<file path="src/pwmss_pkg.sv">
// Package with the register map, field layout, reset values and carriers of the PWM shutdown and steering block.
package pwmss_pkg;

  // ==========================================================================
  // Register byte offsets on the APB.
  localparam logic [7:0] PWMSS_OFF_ASD = 8'h00;
  localparam logic [7:0] PWMSS_OFF_EPWM = 8'h04;
  localparam logic [7:0] PWMSS_OFF_STEER = 8'h08;
  localparam logic [7:0] PWMSS_OFF_MODE = 8'h0C;
  localparam logic [7:0] PWMSS_OFF_INT_STATUS = 8'h10;
  localparam logic [7:0] PWMSS_OFF_INT_MASK = 8'h14;

  // ==========================================================================
  // Field positions.
  localparam int PWMSS_ASD_FLAG = 7;
  localparam int PWMSS_ASD_SRC_LO = 4;
  localparam int PWMSS_ASD_AC_LO = 2;
  localparam int PWMSS_ASD_BD_LO = 0;
  localparam int PWMSS_EPWM_RESTART = 7;
  localparam int PWMSS_STEER_SYNC = 4;
  localparam int PWMSS_MODE_CFG_LO = 6;
  localparam int PWMSS_MODE_CSYNC = 4;
  localparam int PWMSS_INT_SHUTDOWN = 0;
  localparam int PWMSS_INT_STEER = 1;

  // ==========================================================================
  // Reset values and codes.
  localparam logic [7:0] PWMSS_RST_ASD = 8'h00;
  localparam logic [7:0] PWMSS_RST_EPWM = 8'h00;
  localparam logic [4:0] PWMSS_RST_STEER = 5'h01;
  localparam logic [7:0] PWMSS_RST_MODE = 8'h00;
  localparam logic [1:0] PWMSS_MODE_PWM = 2'h3;
  localparam logic [1:0] PWMSS_CFG_SINGLE = 2'h0;
  localparam logic [1:0] PWMSS_CFG_FWD = 2'h1;
  localparam logic [1:0] PWMSS_CFG_HALF = 2'h2;
  localparam logic [1:0] PWMSS_CFG_REV = 2'h3;
  localparam logic [1:0] PWMSS_SD_LOW = 2'h0;
  localparam logic [1:0] PWMSS_SD_HIGH = 2'h1;
  localparam int PWMSS_NPINS = 4;
  localparam int PWMSS_NINT = 2;

  // Pin drive of the four outputs A, B, C, D (index 0 to 3).
  typedef struct packed {
    logic [3:0] out;
    logic [3:0] oe;
  } pwmss_pins_t;

endpackage : pwmss_pkg

</file>
<file path="src/pwmss_ctrl.sv">
// Shutdown, restart, delay and steering control of an enhanced PWM channel with an APB register slave.
//
// Added by the designer: the APB interface to the registers and the address map.
`timescale 1ns/1ps

module pwmss_ctrl
#(
  parameter int DELAY_W = 7
)
(
  input wire logic pclk,
  input wire logic presetn,
  input wire logic clk_en,
  input wire logic psel,
  input wire logic penable,
  input wire logic pwrite,
  input wire logic [7:0] paddr,
  input wire logic [31:0] pwdata,
  output logic [31:0] prdata,
  output logic pready,
  output logic pslverr,
  input wire logic pwm_in,
  input wire logic pwm_period_start,
  input wire logic comparator_one,
  input wire logic comparator_two,
  input wire logic fault_input_pin_n,
  input wire logic timer1_tick,
  input wire pwmss_pkg::pwmss_pins_t port_pins,
  output pwmss_pkg::pwmss_pins_t pwm_pins,
  output logic irq
);
  import pwmss_pkg::*;

  // ==========================================================================
  // Registers.
  logic [7:0] auto_shutdown_control;
  logic [7:0] enhanced_pwm_control;
  logic [4:0] output_steering_control;
  logic [7:0] mode_control;
  logic [PWMSS_NINT-1:0] int_status;
  logic [PWMSS_NINT-1:0] int_mask;
  logic [3:0] active_steer;
  logic cmp_one_sync;
  logic cmp_two_sync;

  // Field views.
  logic shutdown_event_flag;
  logic [2:0] shutdown_source_select;
  logic [1:0] ac_pair_shutdown_state;
  logic [1:0] bd_pair_shutdown_state;
  logic auto_restart_enable;
  logic [DELAY_W-1:0] activation_delay_count;
  logic steering_sync_select;
  logic [3:0] module_mode_select;
  logic [1:0] output_config_select;
  logic comparator_sync_enable;

  assign shutdown_event_flag = auto_shutdown_control[PWMSS_ASD_FLAG];
  assign shutdown_source_select = auto_shutdown_control[PWMSS_ASD_SRC_LO +: 3];
  assign ac_pair_shutdown_state = auto_shutdown_control[PWMSS_ASD_AC_LO +: 2];
  assign bd_pair_shutdown_state = auto_shutdown_control[PWMSS_ASD_BD_LO +: 2];
  assign auto_restart_enable = enhanced_pwm_control[PWMSS_EPWM_RESTART];
  assign activation_delay_count = enhanced_pwm_control[DELAY_W-1:0];
  assign steering_sync_select = output_steering_control[PWMSS_STEER_SYNC];
  assign module_mode_select = mode_control[3:0];
  assign output_config_select = mode_control[PWMSS_MODE_CFG_LO +: 2];
  assign comparator_sync_enable = mode_control[PWMSS_MODE_CSYNC];

  // ==========================================================================
  // APB decode: zero-wait answer, prepared in the setup cycle.
  logic setup_phase;
  logic wr_access;
  logic addr_hit;
  logic [31:0] next_prdata;

  assign setup_phase = psel && !penable;
  assign wr_access = psel && penable && pready && pwrite && clk_en;

  // Read mux; also tells whether the address is mapped.
  always_comb
  begin
    next_prdata = 32'h0000_0000;
    addr_hit = 1'b1;
    unique case (paddr)
      PWMSS_OFF_ASD: next_prdata[7:0] = auto_shutdown_control;
      PWMSS_OFF_EPWM: next_prdata[7:0] = enhanced_pwm_control;
      PWMSS_OFF_STEER: next_prdata[4:0] = output_steering_control;
      PWMSS_OFF_MODE: next_prdata[7:0] = mode_control;
      PWMSS_OFF_INT_STATUS: next_prdata[PWMSS_NINT-1:0] = int_status;
      PWMSS_OFF_INT_MASK: next_prdata[PWMSS_NINT-1:0] = int_mask;
      default: addr_hit = 1'b0;
    endcase
  end

  // Bus answer flops: pready and pslverr stand for the access cycle only.
  always_ff @(posedge pclk or negedge presetn)
  begin
    if (!presetn)
    begin
      prdata <= 32'h0000_0000;
      pready <= 1'b0;
      pslverr <= 1'b0;
    end
    else if (clk_en)
    begin
      pready <= setup_phase;
      pslverr <= setup_phase && !addr_hit;
      if (setup_phase && !pwrite)
      begin
        prdata <= next_prdata;
      end
    end
  end

  logic wr_asd;
  logic wr_epwm;
  logic wr_steer;
  logic wr_mode;
  logic wr_istat;
  logic wr_imask;
  assign wr_asd = wr_access && (paddr == PWMSS_OFF_ASD);
  assign wr_epwm = wr_access && (paddr == PWMSS_OFF_EPWM);
  assign wr_steer = wr_access && (paddr == PWMSS_OFF_STEER);
  assign wr_mode = wr_access && (paddr == PWMSS_OFF_MODE);
  assign wr_istat = wr_access && (paddr == PWMSS_OFF_INT_STATUS);
  assign wr_imask = wr_access && (paddr == PWMSS_OFF_INT_MASK);

  // ==========================================================================
  // Shutdown sources.
  logic cmp_one;
  logic cmp_two;
  logic src_active;
  logic next_flag;

  // Comparator outputs are resampled on the Timer1 tick when sync is on.
  always_ff @(posedge pclk or negedge presetn)
  begin
    if (!presetn)
    begin
      cmp_one_sync <= 1'b0;
      cmp_two_sync <= 1'b0;
    end
    else if (clk_en && timer1_tick)
    begin
      cmp_one_sync <= comparator_one;
      cmp_two_sync <= comparator_two;
    end
  end

  assign cmp_one = comparator_sync_enable ? cmp_one_sync : comparator_one;
  assign cmp_two = comparator_sync_enable ? cmp_two_sync : comparator_two;

  // Source select bit 2 picks the fault pin, bits 0 and 1 the comparators.
  assign src_active = (shutdown_source_select[2] && !fault_input_pin_n)
                   || (shutdown_source_select[0] && cmp_one)
                   || (shutdown_source_select[1] && cmp_two);

  // A live source outranks restart and any software write to the flag.
  always_comb
  begin
    if (src_active)
    begin
      next_flag = 1'b1;
    end
    else if (auto_restart_enable)
    begin
      next_flag = 1'b0;
    end
    else if (wr_asd)
    begin
      next_flag = pwdata[PWMSS_ASD_FLAG];
    end
    else
    begin
      next_flag = shutdown_event_flag;
    end
  end

  // Control registers.
  always_ff @(posedge pclk or negedge presetn)
  begin
    if (!presetn)
    begin
      auto_shutdown_control <= PWMSS_RST_ASD;
      enhanced_pwm_control <= PWMSS_RST_EPWM;
      output_steering_control <= PWMSS_RST_STEER;
      mode_control <= PWMSS_RST_MODE;
      int_mask <= '0;
    end
    else if (clk_en)
    begin
      auto_shutdown_control[PWMSS_ASD_FLAG] <= next_flag;
      if (wr_asd)
      begin
        auto_shutdown_control[6:0] <= pwdata[6:0];
      end
      if (wr_epwm)
      begin
        enhanced_pwm_control <= pwdata[7:0];
      end
      if (wr_steer)
      begin
        output_steering_control <= pwdata[4:0];
      end
      if (wr_mode)
      begin
        mode_control <= {pwdata[7:6], 1'b0, pwdata[4:0]};
      end
      if (wr_imask)
      begin
        int_mask <= pwdata[PWMSS_NINT-1:0];
      end
    end
  end

  // ==========================================================================
  // Steering enables in force: at once, or held until the next period start.
  logic steer_apply;
  assign steer_apply = (!steering_sync_select || pwm_period_start)
                    && (active_steer != output_steering_control[3:0]);

  always_ff @(posedge pclk or negedge presetn)
  begin
    if (!presetn)
    begin
      active_steer <= PWMSS_RST_STEER[3:0];
    end
    else if (clk_en && steer_apply)
    begin
      active_steer <= output_steering_control[3:0];
    end
  end

  // ==========================================================================
  // Interrupt status, write one to clear; a new event wins over the clear.
  logic [PWMSS_NINT-1:0] events;
  logic irq_cond;
  assign events[PWMSS_INT_SHUTDOWN] = next_flag && !shutdown_event_flag;
  assign events[PWMSS_INT_STEER] = steer_apply;
  assign irq_cond = |(int_status & int_mask);

  always_ff @(posedge pclk or negedge presetn)
  begin
    if (!presetn)
    begin
      int_status <= '0;
      irq <= 1'b0;
    end
    else if (clk_en)
    begin
      int_status <= (int_status & ~(wr_istat ? pwdata[PWMSS_NINT-1:0] : '0)) | events;
      irq <= irq_cond;
    end
  end

  // ==========================================================================
  // Active-edge delay for the main waveform and its complement.
  logic [1:0] chan_raw;
  logic [1:0] chan_prev;
  logic [1:0] chan_rise;
  logic [1:0] delayed;
  assign chan_raw = {!pwm_in, pwm_in};

  for (genvar g = 0; g < 2; g++)
  begin : g_delay
    logic [DELAY_W-1:0] cnt;
    assign chan_rise[g] = chan_raw[g] && !chan_prev[g];
    // Active only once the count has run out; inactive edges pass at once.
    assign delayed[g] = chan_raw[g] && (chan_rise[g] ? (activation_delay_count == '0) : (cnt == '0));
    always_ff @(posedge pclk or negedge presetn)
    begin
      if (!presetn)
      begin
        chan_prev[g] <= 1'b0;
        cnt <= '0;
      end
      else if (clk_en)
      begin
        chan_prev[g] <= chan_raw[g];
        // The rise cycle itself counts as the first delay cycle.
        if (chan_rise[g])
        begin
          cnt <= (activation_delay_count == '0) ? '0 : activation_delay_count - 1'b1;
        end
        else if (!chan_raw[g])
        begin
          cnt <= '0;
        end
        else if (cnt != '0)
        begin
          cnt <= cnt - 1'b1;
        end
      end
    end
  end

  // ==========================================================================
  // Pin drive: configuration, steering, polarity, then shutdown override.
  logic pwm_mode;
  logic [3:0] use_pwm;
  logic [3:0] level;
  logic [3:0] invert;
  pwmss_pins_t next_pins;
  assign pwm_mode = (module_mode_select[3:2] == PWMSS_MODE_PWM);
  assign invert = {module_mode_select[0], module_mode_select[1],
                   module_mode_select[0], module_mode_select[1]};

  // Per-configuration pin roles; level is the active-high drive.
  always_comb
  begin
    use_pwm = 4'h0;
    level = 4'h0;
    unique case (output_config_select)
      PWMSS_CFG_SINGLE:
      begin
        use_pwm = active_steer;
        level = {4{delayed[0]}};
      end
      PWMSS_CFG_FWD:
      begin
        use_pwm = 4'hF;
        level = {delayed[0], 2'b00, 1'b1};
      end
      PWMSS_CFG_HALF:
      begin
        use_pwm = 4'h3;
        level = {2'b00, delayed[1], delayed[0]};
      end
      PWMSS_CFG_REV:
      begin
        use_pwm = 4'hF;
        level = {1'b0, 1'b1, delayed[0], 1'b0};
      end
    endcase
  end

  always_comb
  begin
    for (int i = 0; i < PWMSS_NPINS; i++)
    begin
      logic [1:0] sd;
      sd = (i % 2 == 0) ? ac_pair_shutdown_state : bd_pair_shutdown_state;
      if (pwm_mode && next_flag)
      begin
        next_pins.oe[i] = !sd[1];
        next_pins.out[i] = (sd == PWMSS_SD_HIGH);
      end
      else if (pwm_mode && use_pwm[i])
      begin
        next_pins.oe[i] = 1'b1;
        next_pins.out[i] = level[i] ^ invert[i];
      end
      else
      begin
        next_pins.oe[i] = port_pins.oe[i];
        next_pins.out[i] = port_pins.out[i];
      end
    end
  end

  always_ff @(posedge pclk or negedge presetn)
  begin
    if (!presetn)
    begin
      pwm_pins <= '0;
    end
    else if (clk_en)
    begin
      pwm_pins <= next_pins;
    end
  end
endmodule : pwmss_ctrl

</file>
<file path="config.mk">
export PLATFORM = sky130hd
export DESIGN_NAME = pwmss_ctrl
export DESIGN_NICKNAME = d
export VERILOG_FILES = /design/src/pwmss_pkg.sv /design/src/pwmss_ctrl.sv
export SDC_FILE = /design/constraint.sdc
export NUM_CORES = 1
export LEC_CHECK = 0
export BUFFER_PORTS_ARGS = -buffer_cell sky130_fd_sc_hd__clkbuf_2
export CORE_ASPECT_RATIO = 1.1
export CORE_UTILIZATION = 54
export DETAILED_ROUTE_END_ITERATION = 6
export PLACE_DENSITY = 0.88
export SLEW_MARGIN = 10
export SYNTH_ARGS = -nofsm -noshare
export SYNTH_HDL_FRONTEND = slang
export SYNTH_SLANG_ARGS = --single-unit
</file>
<file path="constraint.sdc">
create_clock -name pclk -period 2.45 [get_ports pclk]
set_input_delay 0.245 -clock pclk [delete_from_list [all_inputs] [get_ports pclk]]
set_output_delay 0.245 -clock pclk [all_outputs]
set_load 0.01 [all_outputs]
</file>
==> results.toml, run 1 <==
[clock_network]
post-cts-setup-buffer-count = 0
ctsRootBufferMaster = "clkbuf_8"
tritoncts = "done"
cts_max_level = 3
cts_buffers = 9
clock_latency_ns = 0.36
cts.sinks = 73
clk_pin_slew_worst_paths_ns = 0.08
clockBufferDepth = 2

[logic_synthesis]
yosys-top-cells-area = "dfrtp_1 42%, mux2_2 7.4%, nand2_1 4.5%, buf_4 4.4%, o21ai_0 4.2%"
yosysUniqueCellTypes = 65
synthMuxAreaShare_pct = 13.2
synth_top_area_share_pct = 41.8
netlist_area_mm2 = 0.00425
synth_ff_type = "dfrtp_1"
ys_seq_elements = 73
yosys.area_share.simple_pct = 17.6
synth.yosys.seq_area_share_pct = 43.1
synth-compound-area-share_pct = 14.6
yosysWarnings = 0
synth_xor_area_share_pct = 1.86
synthArstFlopShare_pct = 100
syn_inst = 437
synthAdderAreaFrac_pct = 1.77
synth_top_family_by_area = "simple AND/OR/NAND/NOR gates"
synth_edf_count = 0
synth_top_cell_by_area = "dfrtp_1"
synth.avg_cell_area_um2 = 9.72

[global_route]
grt_usage_pct = 28.0
grt_pass1_wl_um = 17200
grt_max_degree = 31
grt_antenna_before_repair = 0
grt_overflow = 0
grt_pass1_vias = 3358

[sta]
finalMaxSlewViolations = 0
fmax_mhz = 426
finalCriticalPeriod_ns = 2.35
relSlewSlack_pct = 56.8
fin_crit_sh_pct = 95.7
hold_viol = 0
setup_ws_ns = 0.104
grt_setup_unrepaired = "false"
finalSetupViolCount = 0
finClkSkew_ns = 0.00891
final.setup.tns_ns = 0
tightest_slew_ns = 0.639

[drt]
vias = 3601
vias_per_cell = 5.92
routedWlPerCell_um = 17.3
wirelength_um = 10500
drc_errors = 0
dr.pass1.iters = 5
ant_nets = 0
drtIter0Drc = 372

[worst_hold_path]
hp-class = "input port to register"
min_from = "pwdata[4]"

[final_layout]
final.fill_count = 616
final_cells = 608
insertedDiodeCount = 0
multi_input_area_mm2 = 0.00220
regArea_mm2 = 0.00183
mostFrequentLayoutCell = "dfrtp_1"
final_cell_mix = "71 x dfrtp_1, 53 x clkbuf_2, 51 x nand2_1"
final_area_mm2 = 0.00486
final_layout_size_suffix_gt1_share_pct = 27.2
fin_nets = 564
syn_to_final_growth_pct = 14.5

[run]
drv_cap = 0

[placement]
place_inst = 591
postPlaceCellArea_mm2 = 0.00458
port_buffers = 54
gp_congestion = 0.915
dp_hpwl_um = 7650
place_ws_ns = 0.0547

[power_and_ir_drop]
peakVddDrop_uv = 406
leakagePower_nw = 2.35
powerDensity_mw_per_mm2 = 636

[critical_path]
startpoint_type = "register"
crit_fanout = 4
cp.required_ns = 2.73
cp-end-kind = "register"
crit_arrival_ns = 2.63
crit_start = "enhanced_pwm_control[0]"
r2r-start = "enhanced_pwm_control[0]"
criticalPathCategory = "register to register"

[floorplan]
core_mm2 = 0.00756
rows = 33
chipHeight_um = 95.0
io_pins = 103
die_w_um = 86.6
die-area_mm2 = 0.00823
start_util_pct = 56.2

[run_status]
outcome = "completed"
-- cell usage after synthesis, types with 3 or more instances --
library cell / instances
a21oi_1: 21
inv_1: 20
nor2b_1: 3
ha_1: 6
o21ai_0: 36
xor2_1: 5
nand4_1: 3
nand3b_1: 3
nor2_1: 28
a22o_1: 3
mux4_2: 5
o21ai_1: 3
nor3b_1: 3
buf_4: 25
a31oi_1: 7
clkbuf_1: 13
nand2b_1: 4
nor3_1: 16
nand2_1: 51
or3_1: 3
nor4_1: 4
o2bb2ai_1: 4
xnor2_1: 4
and3_1: 4
nand3_1: 7
mux2_2: 28
dfrtp_1: 71
mux2i_1: 8
-- critical path, cell delays in order (launching register included) --
cell,delay [ns]
dfrtp_1,0.39
inv_2,0.10
ha_1,0.22
or3b_4,0.43
o32ai_4,0.37
nand3_1,0.15
xnor2_1,0.14
a211o_1,0.29
a31oi_1,0.17
-- cell type report --
cell class / count / share of cell area (%)
Tap cell: 105 / 2.70
Timing Repair Buffer: 69 / 7.92
Sequential cell: 73 / 37.6
Multi-Input combinational cell: 325 / 45.2
Inverter: 20 / 1.54
Clock inverter: 6 / 2.39
Clock buffer: 10 / 2.62
-- registers in the layout, summed over array words and instances, names as in the netlist --
signal                   flops
pslverr                      1
cmp_one_sync                 1
output_steering_control      5
mode_control                 7
enhanced_pwm_control         8
pwm_pins                     8
prdata                       8
g_delay.cnt                 14
pready                       1
active_steer                 4
int_status                   2
cmp_two_sync                 1
auto_shutdown_control        8
chan_prev                    2
irq                          1
int_mask                     2
-- cells by family (layout without fill, tap and decap cells) --
kind of cell	after synthesis	in the layout
and+or+nand+nor	144	144
AOI/OAI and AO/OA	97	97
DFF	73	73
buffers and inverters	62	105
muxes	45	45
xor gates and xnor gates	9	9
adders and majority gates	6	6
other	1	24
-- per-stage QoR --
stage	util (%)	hold slack, ns	total power [mW]
CTS	64.1	0.130	3.08
finish	64.4	0.130	3.09
floorplan	-	-0.0506	1.76
global route	64.4	0.125	3.22
detailed placement	60.6	0.251	1.92
global placement	60.6	0.240	1.88
-- path summary, 6_finish.rpt --
kind / end / slack (ns) / cells after the start
setup / recovery: pwm_pins[7] / 0.10 / 8
hold / removal: auto_shutdown_control[4] / 0.13 / 3
setup reg to reg: pwm_pins[7] / 0.10 / 8
hold reg to reg: prdata[1] / 0.49 / 2
max in group asynchronous: enhanced_pwm_control[3] / 1.26 / 3
min in group asynchronous: g_delay[0].cnt[4] / 0.40 / 2
-- power by group --
| part | internal (mW) | total (mW) | switching (mW) |
|---|---|---|---|
| registers | 1.28 | 1.37 | 0.0843 |
| clock network | 0.682 | 1.17 | 0.486 |
| logic | 0.225 | 0.556 | 0.331 |
| total | 2.19 | 3.09 | 0.901 |
-- per-layer routing --
layer  track usage, %  part of all wire (%)  vias to the layer above  wire length (µm)
met4             13.9                   2.7                        0               283
met3             4.07                   7.0                       28               737
met2             44.6                    49                      168              5120
met1             37.7                    42                     1763              4370
li1                 -                     -                     1642                 -
met5                0                     0                        -                 0
-- timing repair --
action,in CTS,in global routing
pin swaps,0,4
hold buffers,1,0
endpoints found under the setup margin,1,11
hold endpoints to repair,18,0
gates resized for setup,1,5
Note: power is estimated with default switching activity, not from simulation.
==> run 2: changes to the inputs <==
--- a/config.mk
+++ b/config.mk
@@ -6,10 +6,12 @@
 export NUM_CORES = 1
 export LEC_CHECK = 0
 export BUFFER_PORTS_ARGS = -buffer_cell sky130_fd_sc_hd__clkbuf_2
+export CELL_PAD_IN_SITES_DETAIL_PLACEMENT = 0
+export CELL_PAD_IN_SITES_GLOBAL_PLACEMENT = 1
 export CORE_ASPECT_RATIO = 1.1
-export CORE_UTILIZATION = 54
+export CORE_UTILIZATION = 41
 export DETAILED_ROUTE_END_ITERATION = 6
-export PLACE_DENSITY = 0.88
+export PLACE_DENSITY = 0.89
 export SLEW_MARGIN = 10
 export SYNTH_ARGS = -nofsm -noshare
 export SYNTH_HDL_FRONTEND = slang
==> run 2 against run 1 <==
- non-clock buffer count up 4
- clock power down 25%
- final area down 0.41%
- sequential share of layout area up 0.16 points
- clock skew down 0.0018 ns
- via count down 4.7%
- critical path depth down 2
==> results.toml, run 2 (same netlist as run 1, synthesis figures left out) <==
[power_and_ir_drop]
peakVddDrop_uv = 218
powerDensity_mw_per_mm2 = 574
leakagePower_nw = 2.35

[clock_network]
post-cts-setup-buffer-count = 0
clk_pin_slew_worst_paths_ns = 0.08
clockBufferDepth = 2
cts.sinks = 73
cts_buffers = 9
clock_latency_ns = 0.36
tritoncts = "done"
ctsRootBufferMaster = "clkbuf_8"
cts_max_level = 3

[sta]
hold_viol = 0
finClkSkew_ns = 0.00714
grt_setup_unrepaired = "false"
fmax_mhz = 431
final.setup.tns_ns = 0
tightest_slew_ns = 0.739
finalCriticalPeriod_ns = 2.32
fin_crit_sh_pct = 94.7
finalSetupViolCount = 0
setup_ws_ns = 0.129
relSlewSlack_pct = 50.1
finalMaxSlewViolations = 0

[worst_hold_path]
hold-path-endpoint = "auto_shutdown_control[5]"
hp-class = "input port to register"
holdPathStages = 3
min_from = "pwdata[5]"

[floorplan]
die-area_mm2 = 0.0108
io_pins = 103
core_mm2 = 0.00998
start_util_pct = 42.5
chipHeight_um = 109
rows = 38
die_w_um = 99.1

[critical_path]
crit_path_max_incr_delay_ns = 0.42
cp-end-kind = "register"
startpoint_type = "register"
cp.required_ns = 2.71
crit_start = "mode_control[4]"
r2r-start = "mode_control[4]"
criticalPathCategory = "register to register"
crit_family = "compound AO/OA/AOI/OAI gates"
crit_fanout = 8
slowest_stage = "dfrtp_1"
worst-r2r-setup-slack_ns = 0.13
cp.depth = 6
crit_chain = "mux2_1 > a222oi_1 > nor2_1 > a211o_1 > or3b_1 > a22o_1"
ff2ff_path_depth = 6
crit_arrival_ns = 2.58
reg2reg_to = "pwm_pins[0]"
path_buf_inv = 0

[placement]
gp_congestion = 0.872
place_ws_ns = 0.130
dp_hpwl_um = 7570
port_buffers = 54

[final_layout]
final_cell_mix = "71 x dfrtp_1, 53 x clkbuf_2, 51 x nand2_1"
multi_input_area_mm2 = 0.00218
syn_to_final_growth_pct = 14.0
insertedDiodeCount = 0
regMostFlops = "g_delay.cnt"
regArea_mm2 = 0.00183
largest_reg_flops = 14
mostFrequentLayoutCell = "dfrtp_1"
final_layout_size_suffix_gt1_share_pct = 27.2
fin_nets = 568
final.fill_count = 930
post-route-util_pct = 48.5

[global_route]
grt_overflow = 0
grt_antenna_before_repair = 0
grt_pass1_wl_um = 16600
grt_pass1_vias = 3361
grt_max_degree = 38
grt_usage_pct = 19.9

[drt]
routedWlPerCell_um = 15.9
ant_nets = 0
drtIter0Drc = 188
vias_per_cell = 5.47
dr.pass1.iters = 6
vias = 3430
wirelength_um = 9950
drc_errors = 0

[run]
drv_cap = 0

[run_status]
outcome = "completed"
[run 2: worst reg2reg max path, stage by stage, from the launching register on]
cell and delay, ns:
dfrtp_1 0.42, mux2_1 0.33, a222oi_1 0.40, nor2_1 0.10
a211o_1 0.40, or3b_1 0.38, a22o_1 0.19
[run 2: cell type report]
class,count,area share [%]
multi-input cells,325,45.0
inverters,20,1.55
repair buffers,73,8.83
clock buffers,11,2.92
well taps,120,3.10
flip-flops and latches,73,37.8
clock inverters,5,0.827
[run 2: worst max-delay path by stage]
stage / to / slack, ns
after CTS: pwm_pins[7] / 0.12
after global placement: pwm_pins[0] / 0.17
after global routing: pwm_pins[0] / 0.02
after detailed placement: pwm_pins[7] / 0.13
after floorplan: pwm_pins[7] / 0.25
final: pwm_pins[0] / 0.13
[run 2: routing by layer]
metal	share of wire [%]	up-vias	GRT usage (%)
li1	-	1653	-
met1	45	1660	25.3
met2	49	103	33.9
met3	4.2	14	3.27
met4	1.7	0	8.30
met5	0	-	0
[run 2: metrics by stage]
stage | std cells | hold slack [ns] | cell area [µm²] | total power [mW]
2_1_floorplan | 460 | -0.0506 | 4330 | 1.76
3_3_place_gp | 610 | 0.242 | 4640 | 1.90
3_5_place_dp | 610 | 0.252 | 4640 | 1.92
4_1_cts | 627 | 0.0858 | 4830 | 2.81
5_1_grt | 627 | 0.0911 | 4840 | 2.95
6_report | 627 | 0.103 | 4840 | 2.78
[run 2: where the power goes]
part	switching (mW)	internal (mW)
combinational	0.315	0.228
sequential	0.0777	1.28
clock	0.474	0.402
total	0.866	1.92
[run 2: timing repair]
action,CTS,global route
endpoints found under the hold margin,19,0
setup endpoints to repair,0,1
hold buffers,1,0
resized for setup,0,1
==> run 3: changes to the inputs <==
--- a/config.mk
+++ b/config.mk
@@ -9,9 +9,12 @@
 export CELL_PAD_IN_SITES_DETAIL_PLACEMENT = 0
 export CELL_PAD_IN_SITES_GLOBAL_PLACEMENT = 1
 export CORE_ASPECT_RATIO = 1.1
-export CORE_UTILIZATION = 41
+export CORE_UTILIZATION = 42
+export CTS_BUF_LIST = sky130_fd_sc_hd__clkbuf_8
 export DETAILED_ROUTE_END_ITERATION = 6
-export PLACE_DENSITY = 0.89
+export HOLD_SLACK_MARGIN = 0.15
+export PLACE_DENSITY = 0.9
+export SKIP_CTS_REPAIR_TIMING = 1
 export SLEW_MARGIN = 10
 export SYNTH_ARGS = -nofsm -noshare
 export SYNTH_HDL_FRONTEND = slang
==> run 3 against run 2 <==
- register-to-register slack hardly changed
- die area is 2.3% lower
- non-clock buffer count rose by 5
- the flow now finishes with violations (design-rule violations)
- power up 3.2%
==> results.toml, run 3 (same netlist as run 1, synthesis figures left out) <==
[final_layout]
final_layout_size_suffix_gt1_share_pct = 27.1
mostFrequentLayoutCell = "dfrtp_1"
regArea_mm2 = 0.00183
fin_nets = 573
syn_to_final_growth_pct = 15.5
multi_input_area_mm2 = 0.00218
insertedDiodeCount = 0
final.fill_count = 918
final_cell_mix = "71 x dfrtp_1, 53 x clkbuf_2, 51 x nand2_1"
final_cells = 632
largest_reg_flops = 14
final_area_mm2 = 0.00490
regMostFlops = "g_delay.cnt"
post-route-util_pct = 49.8

[power_and_ir_drop]
p_seq_share_pct = 47.6
power.switching_mw = 0.884
powerDensity_mw_per_mm2 = 585
p_int_mw = 1.99
pwr-share-clk_pct = 33.2
swShare_pct = 30.8
pwr-share-comb_pct = 19.2
finalPower_mw = 2.87
peakVddDrop_uv = 228
leakagePower_nw = 2.37

[clock_network]
clock_latency_ns = 0.35
clockBufferDepth = 2
tritoncts = "done"
cts_max_level = 3
ctsRootBufferMaster = "clkbuf_8"
cts.sinks = 73
clk_pin_slew_worst_paths_ns = 0.08
cts_buffers = 9

[run_status]
outcome = "complete, but fails checks"
violations = "design-rule violations"

[critical_path]
crit_arrival_ns = 2.63
startpoint_type = "input port"
slowest_stage = "dlygate4sd3_1"
crit_path_max_incr_delay_ns = 0.54
crit_chain = "dlygate4sd3_1 > clkbuf_2 > mux2_1 > a222oi_1 > nor2_1 > a211o_1 > or3b_1 > a22o_1"
cp.required_ns = 2.70
crit_family = "compound AO/OA/AOI/OAI gates"
cp-end-kind = "register"
path_buf_inv = 2
crit_fanout = 6
criticalPathCategory = "input port to register"

[global_route]
grt_overflow = 0
grt_antenna_before_repair = 0
grt_pass1_vias = 3358
grt_usage_pct = 20.7
grt_max_degree = 74
grt_pass1_wl_um = 16900

[sta]
finClkSkew_ns = 0.00782
fin_crit_sh_pct = 97.4
tightest_slew_ns = 0.514
relSlewSlack_pct = 65.6
fmax_mhz = 419
finalCriticalPeriod_ns = 2.39
hold_viol = 0
hold_ws_ns = 0.150
finalSetupViolCount = 0
finalMaxSlewViolations = 0

[floorplan]
io_pins = 103
rows = 38
core_mm2 = 0.00984
start_util_pct = 43.2
die-area_mm2 = 0.0105
die_w_um = 97.9
chipHeight_um = 107

[drt]
wirelength_um = 10500
ant_nets = 0
dr.pass1.iters = 7
vias_per_cell = 5.52
routedWlPerCell_um = 16.6
vias = 3489
drc_errors = 6
drtIter0Drc = 238

[placement]
port_buffers = 54
dp_hpwl_um = 7680
place_inst = 611
gp_congestion = 0.882
postPlaceCellArea_mm2 = 0.00465

[run]
drv_cap = 0

[worst_hold_path]
hp-class = "input port to register"
==> run 3: cell types whose count changed in the layout (fill, tap and decap cells not counted), sizes merged, moves of 2 or more <==
cell / before / now
clkinv: 4 / 2
clkbuf: 64 / 62
dlygate4sd3: 1 / 5
clkinvlp: 0 / 2
==> run 3: through the flow <==
step           setup TNS [ns]  setup WS, ns
2_1_floorplan               0         0.254
3_3_place_gp                0         0.203
3_5_place_dp                0        0.0990
4_1_cts                     0        0.0839
5_1_grt              -0.00489      -0.00489
6_report                    0        0.0645
==> run 3: layer usage <==
layer / vias to the layer above / GRT usage, % / wire length [µm]
li1: 1653 / - / -
met1: 1697 / 26.5 / 4560
met2: 121 / 34.4 / 5140
met3: 18 / 3.64 / 572
met4: 0 / 8.55 / 201
met5: - / 0 / 0
==> run 3: power groups by stage <==
stage | sequential (mW) | combinational [mW] | clock [mW]
2_1_floorplan | 1.37 | 0.396 | 0
3_3_place_gp | 1.38 | 0.514 | 0
3_5_place_dp | 1.39 | 0.529 | 0
4_1_cts | 1.37 | 0.532 | 0.968
5_1_grt | 1.38 | 0.616 | 1.03
6_report | 1.37 | 0.551 | 0.952
==> run 3: final timing paths <==
check / start / endpoint / slack, ns / cells after the start
worst max-delay path: comparator_two / pwm_pins[0] / 0.06 / 8
min in group asynchronous: presetn / irq / 0.45 / 3
worst min-delay path: pwdata[6] / auto_shutdown_control[6] / 0.15 / 3
worst min register to register: prdata[4] / prdata[4] / 0.49 / 2
max in group asynchronous: presetn / active_steer[0] / 1.67 / 3
worst max register to register: mode_control[4] / pwm_pins[0] / 0.14 / 6
==> run 3: cell type report <==
type | count | share of cell area [%]
Clock buffer | 9 | 2.53
Clock inverter | 7 | 1.45
Inverter | 20 | 1.53
Multi-Input combinational cell | 325 | 44.4
Sequential cell | 73 | 37.3
Tap cell | 120 | 3.06
Timing Repair Buffer | 78 | 9.69
==> run 3: worst register-to-register path, delay by kind of cell (launching register included) <==
| family | cells | cell delay (ns) |
|---|---|---|
| compound gates | 3 | 0.98 |
| simple gates | 2 | 0.47 |
| flops | 1 | 0.42 |
| mux | 1 | 0.33 |
